===== src/hw/ledpwm_pkg.sv =====
// constants and types of the serial led pwm driver
package ledpwm_pkg;
  localparam int CHANNELS = 16;
  localparam int BRIGHT_W = 12;
  localparam int TRIM_W = 6;
  localparam int BRIGHT_FRAME_W = 192;
  localparam int TRIM_FRAME_W = 96;
  localparam logic [11:0] BRIGHT_RESET = 12'hfff;
  localparam logic [5:0] TRIM_RESET = 6'h3f;
  localparam int CLOCK_HZ = 40000000;
  localparam int SAMPLE_DELAY_NS = 1000;
  localparam int SAMPLE_CYCLES = (SAMPLE_DELAY_NS * (CLOCK_HZ / 1000000)
    + 999) / 1000;
  localparam int FR_OPEN_HI = 176;
  localparam int FR_THERMAL = 175;
  localparam int FR_TRIM_LO = 72;
  localparam int FR_OPEN_LO = 16;
  localparam int FR_SHORT_LO = 0;
  typedef struct packed {
    logic serial_in;
    logic serial_clock;
    logic mode_select;
    logic latch_strobe;
    logic output_enable_low;
    logic pwm_count_clock;
  } ledpwm_pins_t;
  typedef struct packed {
    logic [15:0] open_led;
    logic [15:0] led_short;
    logic thermal_error;
  } ledpwm_sense_t;
endpackage : ledpwm_pkg


===== src/hw/ledpwm_top.sv =====
// serial interface, latches, pwm and open-led detection of the driver
`timescale 1ns/100ps
//----------------------------------------------------------------------
// Summary of operation
//----------------------------------------------------------------------
module ledpwm_top
(
  // clock and reset
  input wire logic clock,
  input wire logic reset_n,
  // host pins and analog sense
  input wire ledpwm_pkg::ledpwm_pins_t pins,
  input wire ledpwm_pkg::ledpwm_sense_t sense,
  // outputs
  output logic serial_out,
  output logic [15:0] led_channel_output,
  output logic error_flag_low_o,
  output logic error_flag_low_oe,
  output logic [191:0] status_readback_frame
);
  import ledpwm_pkg::*;

  initial
  begin
    if (SAMPLE_CYCLES < 1)
    begin
      $error("sample delay must be at least one cycle");
    end
    if (SAMPLE_CYCLES > 63)
    begin
      $error("sample delay does not fit the wait counter");
    end
  end

  //--------------------------------------------------------------------
  // reset release and pin synchronisers
  //--------------------------------------------------------------------
  logic [1:0] rst_sync_reg;
  logic rst_n;
  ledpwm_pins_t pin_s1_reg, pin_s2_reg, pin_d_reg;
  ledpwm_sense_t sen_s1_reg, sen_s2_reg;

  always_ff @(posedge clock or negedge reset_n)
  begin
    if (!reset_n)
    begin
      rst_sync_reg <= 2'h0;
    end
    else
    begin
      rst_sync_reg <= {rst_sync_reg[0], 1'b1};
    end
  end
  assign rst_n = rst_sync_reg[1];

  always_ff @(posedge clock or negedge rst_n)
  begin
    if (!rst_n)
    begin
      pin_s1_reg <= '0;
      pin_s2_reg <= '0;
      pin_d_reg <= '0;
      sen_s1_reg <= '0;
      sen_s2_reg <= '0;
    end
    else
    begin
      pin_s1_reg <= pins;
      pin_s2_reg <= pin_s1_reg;
      pin_d_reg <= pin_s2_reg;
      sen_s1_reg <= sense;
      sen_s2_reg <= sen_s1_reg;
    end
  end

  logic sclk_rise, latch_rise, pwm_rise, oe_fall, oe_high, mode;
  assign sclk_rise = pin_s2_reg.serial_clock & ~pin_d_reg.serial_clock;
  assign latch_rise = pin_s2_reg.latch_strobe & ~pin_d_reg.latch_strobe;
  assign pwm_rise = pin_s2_reg.pwm_count_clock & ~pin_d_reg.pwm_count_clock;
  assign oe_high = pin_s2_reg.output_enable_low;
  assign oe_fall = ~oe_high & pin_d_reg.output_enable_low;
  assign mode = pin_s2_reg.mode_select;

  //--------------------------------------------------------------------
  // shift register, latches and status frame
  //--------------------------------------------------------------------
  logic [191:0] shift_reg, shift_next;
  logic [191:0] bright_reg, bright_next;
  logic [95:0] trim_reg, trim_next;
  logic [191:0] frame;
  logic [15:0] open_reg, open_next;
  logic out_reg, out_next;

  always_comb
  begin
    frame = '0;
    frame[FR_OPEN_HI +: 16] = open_reg;
    frame[FR_THERMAL] = sen_s2_reg.thermal_error;
    frame[FR_TRIM_LO +: 96] = trim_reg;
    frame[FR_OPEN_LO +: 16] = open_reg;
    frame[FR_SHORT_LO +: 16] = sen_s2_reg.led_short;
  end

  always_comb
  begin
    shift_next = shift_reg;
    bright_next = bright_reg;
    trim_next = trim_reg;
    out_next = out_reg;
    if (sclk_rise)
    begin
      if (mode)
      begin
        shift_next = {96'h0, shift_reg[94:0], pins_in_bit()};
        out_next = shift_reg[TRIM_FRAME_W - 1];
      end
      else
      begin
        shift_next = {shift_reg[190:0], pins_in_bit()};
        out_next = shift_reg[BRIGHT_FRAME_W - 1];
      end
    end
    if (latch_rise)
    begin
      if (mode)
      begin
        trim_next = shift_reg[95:0];
      end
      else
      begin
        bright_next = shift_reg;
        shift_next = frame;
      end
    end
  end

  function automatic logic pins_in_bit();
    pins_in_bit = pin_s2_reg.serial_in;
  endfunction : pins_in_bit

  always_ff @(posedge clock or negedge rst_n)
  begin
    if (!rst_n)
    begin
      shift_reg <= '0;
      bright_reg <= {CHANNELS{BRIGHT_RESET}};
      trim_reg <= {CHANNELS{TRIM_RESET}};
      out_reg <= 1'b0;
    end
    else
    begin
      shift_reg <= shift_next;
      bright_reg <= bright_next;
      trim_reg <= trim_next;
      out_reg <= out_next;
    end
  end

  //--------------------------------------------------------------------
  // pwm counter and channel outputs
  //--------------------------------------------------------------------
  logic [12:0] cnt_reg, cnt_next;
  logic run_reg, run_next;
  logic [15:0] on_reg, on_next;

  always_comb
  begin
    cnt_next = cnt_reg;
    run_next = run_reg;
    on_next = on_reg;
    if (oe_high)
    begin
      cnt_next = '0;
      run_next = 1'b0;
      on_next = '0;
    end
    else
    begin
      if (oe_fall)
      begin
        run_next = 1'b1;
        cnt_next = '0;
      end
      else if (run_reg && pwm_rise && cnt_reg < 13'h1000)
      begin
        cnt_next = cnt_reg + 13'h1;
        for (int i = 0; i < CHANNELS; i++)
        begin
          if (cnt_reg == 13'h0)
          begin
            on_next[i] = bright_reg[i*12 +: 12] != 12'h0;
          end
          // off one interval after reaching the value: v/4096 on-time
          else if (cnt_reg[11:0] == bright_reg[i*12 +: 12] ||
                   cnt_next[12])
          begin
            on_next[i] = 1'b0;
          end
        end
      end
    end
  end

  always_ff @(posedge clock or negedge rst_n)
  begin
    if (!rst_n)
    begin
      cnt_reg <= '0;
      run_reg <= 1'b0;
      on_reg <= '0;
    end
    else
    begin
      cnt_reg <= cnt_next;
      run_reg <= run_next;
      on_reg <= on_next;
    end
  end

  //--------------------------------------------------------------------
  // open-led detection
  //--------------------------------------------------------------------
  logic [15:0] on_d_reg;
  logic [5:0] wait_reg [16];
  logic [5:0] wait_next [16];

  always_comb
  begin
    open_next = open_reg;
    for (int i = 0; i < CHANNELS; i++)
    begin
      wait_next[i] = wait_reg[i];
      if (!on_reg[i])
      begin
        wait_next[i] = '0;
      end
      else if (on_reg[i] && !on_d_reg[i])
      begin
        wait_next[i] = 6'(SAMPLE_CYCLES);
      end
      else if (wait_reg[i] != 6'h0)
      begin
        wait_next[i] = wait_reg[i] - 6'h1;
        if (wait_reg[i] == 6'h1 && !oe_high)
        begin
          open_next[i] = sen_s2_reg.open_led[i];
        end
      end
    end
  end

  always_ff @(posedge clock or negedge rst_n)
  begin
    if (!rst_n)
    begin
      open_reg <= '0;
      on_d_reg <= '0;
      for (int i = 0; i < CHANNELS; i++)
      begin
        wait_reg[i] <= '0;
      end
    end
    else
    begin
      open_reg <= open_next;
      on_d_reg <= on_reg;
      wait_reg <= wait_next;
    end
  end

  //--------------------------------------------------------------------
  // outputs
  //--------------------------------------------------------------------
  assign serial_out = out_reg;
  assign led_channel_output = on_reg & {16{~oe_high}};
  assign error_flag_low_o = 1'b0;
  assign error_flag_low_oe = sen_s2_reg.thermal_error |
    (|open_reg & ~oe_high);
  assign status_readback_frame = frame;

  //--------------------------------------------------------------------
  // checks
  //--------------------------------------------------------------------
  oe_disables_a: assert property (@(posedge clock) disable iff (!rst_n)
    oe_high |=> on_reg == 16'h0)
    else $error("channel on while disabled");
  oe_counter_a: assert property (@(posedge clock) disable iff (!rst_n)
    oe_high |=> cnt_reg == 13'h0)
    else $error("counter not held in reset");
  bright_latch_a: assert property (@(posedge clock) disable iff (!rst_n)
    latch_rise && !mode |=> bright_reg == $past(shift_reg))
    else $error("brightness latch wrong");
  trim_latch_a: assert property (@(posedge clock) disable iff (!rst_n)
    latch_rise && mode |=> trim_reg == $past(shift_reg[95:0]))
    else $error("trim latch wrong");
  frame_load_a: assert property (@(posedge clock) disable iff (!rst_n)
    latch_rise && !mode |=> shift_reg == $past(frame))
    else $error("status frame not loaded");
  err_flag_a: assert property (@(posedge clock) disable iff (!rst_n)
    (|open_reg && !oe_high) |-> error_flag_low_oe)
    else $error("error flag not pulled");
  frame_dup_a: assert property (@(posedge clock) disable iff (!rst_n)
    frame[191:176] == frame[31:16] && frame[171:168] == 4'h0)
    else $error("open bits mismatch");
  shift_in_a: assert property (@(posedge clock) disable iff (!rst_n)
    sclk_rise && !latch_rise |=> shift_reg[0] == $past(pin_s2_reg.serial_in))
    else $error("bit not shifted");
  cnt_limit_a: assert property (@(posedge clock) disable iff (!rst_n)
    cnt_reg <= 13'h1000)
    else $error("pwm counter beyond cycle end");
  first_pulse_a: assert property (@(posedge clock) disable iff (!rst_n)
    run_reg && pwm_rise && !oe_high && !oe_fall && cnt_reg == 13'h0
      |=> cnt_reg == 13'h1)
    else $error("first pulse did not count");
  err_release_a: assert property (@(posedge clock) disable iff (!rst_n)
    !sen_s2_reg.thermal_error && (oe_high || open_reg == 16'h0) |->
      !error_flag_low_oe)
    else $error("error flag pulled without error");
  open_hold_a: assert property (@(posedge clock) disable iff (!rst_n)
    oe_high |=> $stable(open_reg))
    else $error("open flag sampled while disabled");
  trim_width_a: assert property (@(posedge clock) disable iff (!rst_n)
    sclk_rise && mode |=> shift_reg[191:96] == 96'h0)
    else $error("trim shift wider than 96 bits");
  out_bit_a: assert property (@(posedge clock) disable iff (!rst_n)
    sclk_rise && !mode |=> serial_out == $past(shift_reg[191]))
    else $error("serial output bit wrong");
endmodule : ledpwm_top


===== config.mk =====
export PLATFORM = sky130hd
export DESIGN_NAME = ledpwm_top
export DESIGN_NICKNAME = d
export VERILOG_FILES = /design/src/hw/ledpwm_pkg.sv /design/src/hw/ledpwm_top.sv
export SDC_FILE = /design/constraint.sdc
export NUM_CORES = 1
export LEC_CHECK = 0
export ABC_CLOCK_PERIOD_IN_PS = 35500
export BUFFER_PORTS_ARGS = -buffer_cell sky130_fd_sc_hd__buf_2
export CELL_PAD_IN_SITES_DETAIL_PLACEMENT = 1
export CELL_PAD_IN_SITES_GLOBAL_PLACEMENT = 1
export CORE_AREA = 2 2 226 283
export CTS_CLUSTER_SIZE = 16
export DETAILED_ROUTE_END_ITERATION = 7
export DIE_AREA = 0 0 228 285
export PLACE_DENSITY_LB_ADDON = 0.1
export SETUP_SLACK_MARGIN = 0.4
export SLEW_MARGIN = 30
export SYNTH_ARGS = -nofsm -noshare
export SYNTH_HDL_FRONTEND = slang
export SYNTH_SLANG_ARGS = --single-unit

===== constraint.sdc =====
create_clock -name clock -period 35.5 [get_ports clock]
set_input_delay 7.1 -clock clock [delete_from_list [all_inputs] [get_ports clock]]
set_output_delay 7.1 -clock clock [all_outputs]
set_load 0.05 [all_outputs]

==> results.toml <==
[cts]
clk_pin_slew_worst_paths_ns = 0.06
cts_root_buffer = "clkbuf_16"
clockBufferDepth = 3
cts_max_level = 3
cts-resized-gates = 0
cts.sinks = 723
cts_hold_buf = 0
clock_latency_ns = 0.61
cts_tree = "done"
post_cts_buffers = 0
cts_buffers = 74

[floorplan]
dieArea_um2 = 65000
core-area_um2 = 62600
rows = 103
die_h_um = 285
die_w_um = 228
start_util = 0.522
num_io_pins = 252

[worst_setup_path]
cp.required_ns = 28.40
ff2ff_setup_slack_ns = 31.91
cp-end-kind = "primary output"
startpoint_type = "register"
reg2reg_depth = 7
worstReg2RegStart = "pin_d_reg[2]"
crit_arrival_ns = 2.26
cp_max_fo = 6
regToRegEndpoint = "bright_reg[19]"
path_class = "reg -> out"

[synth]
netlist_instances = 2752
ys_seq_elements = 723
synth_area_um2 = 32700
yosys_warnings = 0
ys_seq_area_frac = 0.564
syn_avg_cell_area_um2 = 11.9
synth.distinct_cells = 52

[final_layout]
n_antenna_cell = 0
layout-drive-gt1-share = 0.330
register_area_um2 = 18500
area_growth_pct = 12.0
fillers = 6485
nNetsFinal = 2988
multi_input_comb_area_um2 = 13000
fin_area_um2 = 36600
fin_cells = 3798

[drt]
wl_per_cell_um = 23.2
vias_per_cell = 5.77
drcViolationCount = 0
drt_iter0_drc = 1260
first_pass_iters = 7
via_count = 21900
drt-total-wl_um = 88200
drt.antenna.violating_nets = 0

[sta]
rsz0062_at_grt = "false"
drv_slew = 0
fmax_mhz = 107
period_share = 0.264
min_period_ns = 9.36
worstMarginPinSlew_ns = 0.957
slew_headroom = 0.362
finalSetupTns_ns = 0
hold_viol = 0
setup_ws_ns = 26.15
fin_skew_ns = 0.0152
finalSetupViolations = 0

[outcome]
status = "finished clean"

[grt]
use_met3 = 0.0328
grt_pass1_wl_um = 140000
grt_use_met2 = 0.488
grt_usage = 0.273
grt_pass1_vias = 23900
gr-total-overflow = 0
grt_max_degree = 219
use_met1 = 0.343
grt-busiest-layer = "met2"
antenna_found_initial = 0

[pwr]
finalPower_mw = 2.24
cellPowerDensity_nw_per_um2 = 61.1
p_leak_nw = 17.2
ir_worst_vdd_v = 0.0000577

[placement]
portBuffers = 203
post_dp_cell_area_um2 = 33900
gp_congestion = 0.834
placed_cells = 3657
dp_slack_ns = 26.71
post-dp-hpwl_um = 57800

[min_path]
hold_class = "reg -> async"

[run]
drv_cap = 0
-- per-layer routing --
metal | share of wire | up-vias
li1 | - | 9766
met5 | 0 | -
met4 | 0.031 | 0
met3 | 0.035 | 159
met2 | 0.52 | 455
met1 | 0.42 | 11500
-- critical path, stage by stage (launching register included) --
cell	delay, ns
dfrtp_1	0.43
nor4_1	0.48
a41oi_1	0.20
or2_2	0.32
buf_2	0.22
-- final cells by class --
type / instances / share of cell area
inverters: 36 / 0.00369
clock inverters: 16 / 0.00584
multi-input cells: 1821 / 0.354
well taps: 840 / 0.0287
repair buffers: 241 / 0.0389
flip-flops and latches: 723 / 0.504
clock buffers: 121 / 0.0648
-- placed cells by master, fill, tap and decap left out, drive strengths merged, types with 50 or more instances in the layout --
cell	count
nor4	118
a21oi	67
mux2i	66
clkbuf	121
mux2	304
xor2	213
o21ai	147
buf	241
dfstp	288
dfrtp	435
a22oi	105
ha	50
nand2	328
nor2	94
-- through the flow --
stage,utilization,hold WS [ns]
2_1_floorplan,-,0.331
3_3_place_gp,0.542,0.332
3_5_place_dp,0.542,0.336
4_1_cts,0.583,0.348
5_1_grt,0.585,0.295
6_report,0.585,0.269
-- worst max-delay path by stage --
stage               cells past startpoint       startpoint  slack, ns                end
global placement                        4     open_reg[11]      26.75  error_flag_low_oe
detailed placement                      4     open_reg[11]      26.71  error_flag_low_oe
floorplan                               0  rst_sync_reg[1]      14.36         cnt_reg[0]
CTS                                     4      open_reg[9]      26.07  error_flag_low_oe
finish                                  4     open_reg[11]      26.15  error_flag_low_oe
global route                            4     open_reg[11]      26.05  error_flag_low_oe
-- cell usage after synthesis, drive strengths merged --
library cell | instances | share of area
and3b | 1 | 0.00027
nor3 | 33 | 0.0052
buf | 174 | 0.037
mux2 | 304 | 0.10
or3 | 9 | 0.0017
nor2b | 20 | 0.0039
nand2 | 328 | 0.038
inv | 36 | 0.0041
xor2 | 213 | 0.057
nand2b | 15 | 0.0029
nor2 | 94 | 0.011
ha | 50 | 0.019
a22oi | 105 | 0.024
o21ai | 147 | 0.022
dfstp | 288 | 0.23
conb | 2 | 0.00023
a41oi | 1 | 0.00027
and3 | 1 | 0.00019
and4bb | 1 | 0.00038
xnor2 | 39 | 0.010
dfrtp | 435 | 0.33
a21boi | 32 | 0.0073
a21oi | 67 | 0.011
a22o | 7 | 0.0019
mux2i | 66 | 0.020
nor4b | 13 | 0.0037
nand3 | 44 | 0.0067
clkbuf | 45 | 0.0052
nand3b | 15 | 0.0034
nor3b | 2 | 0.00096
a211oi | 22 | 0.0050
nand4 | 20 | 0.0045
nand4b | 2 | 0.00054
nor4 | 118 | 0.023
a31oi | 1 | 0.00019
or2 | 2 | 0.00038
-- power by group --
group	switching, mW	internal, mW	total (mW)
clock network	0.325	0.494	0.818
registers	0.0973	0.945	1.04
logic	0.241	0.137	0.378
total	0.663	1.58	2.24
-- cells by family (layout without fill, tap and decap cells) --
kind of cell / count (synthesis) / in the layout / share of synthesized area
AOI/OAI and AO/OA: 382 / 382 / 0.0719
and+or+nand+nor: 718 / 718 / 0.107
other: 2 / 49 / 0.000230
DFF: 723 / 723 / 0.564
muxes: 370 / 370 / 0.125
buffers and inverters: 255 / 414 / 0.0459
adders and majority gates: 50 / 50 / 0.0191
xor gates and xnor gates: 252 / 252 / 0.0675
Note: power is estimated with default switching activity, not from simulation.
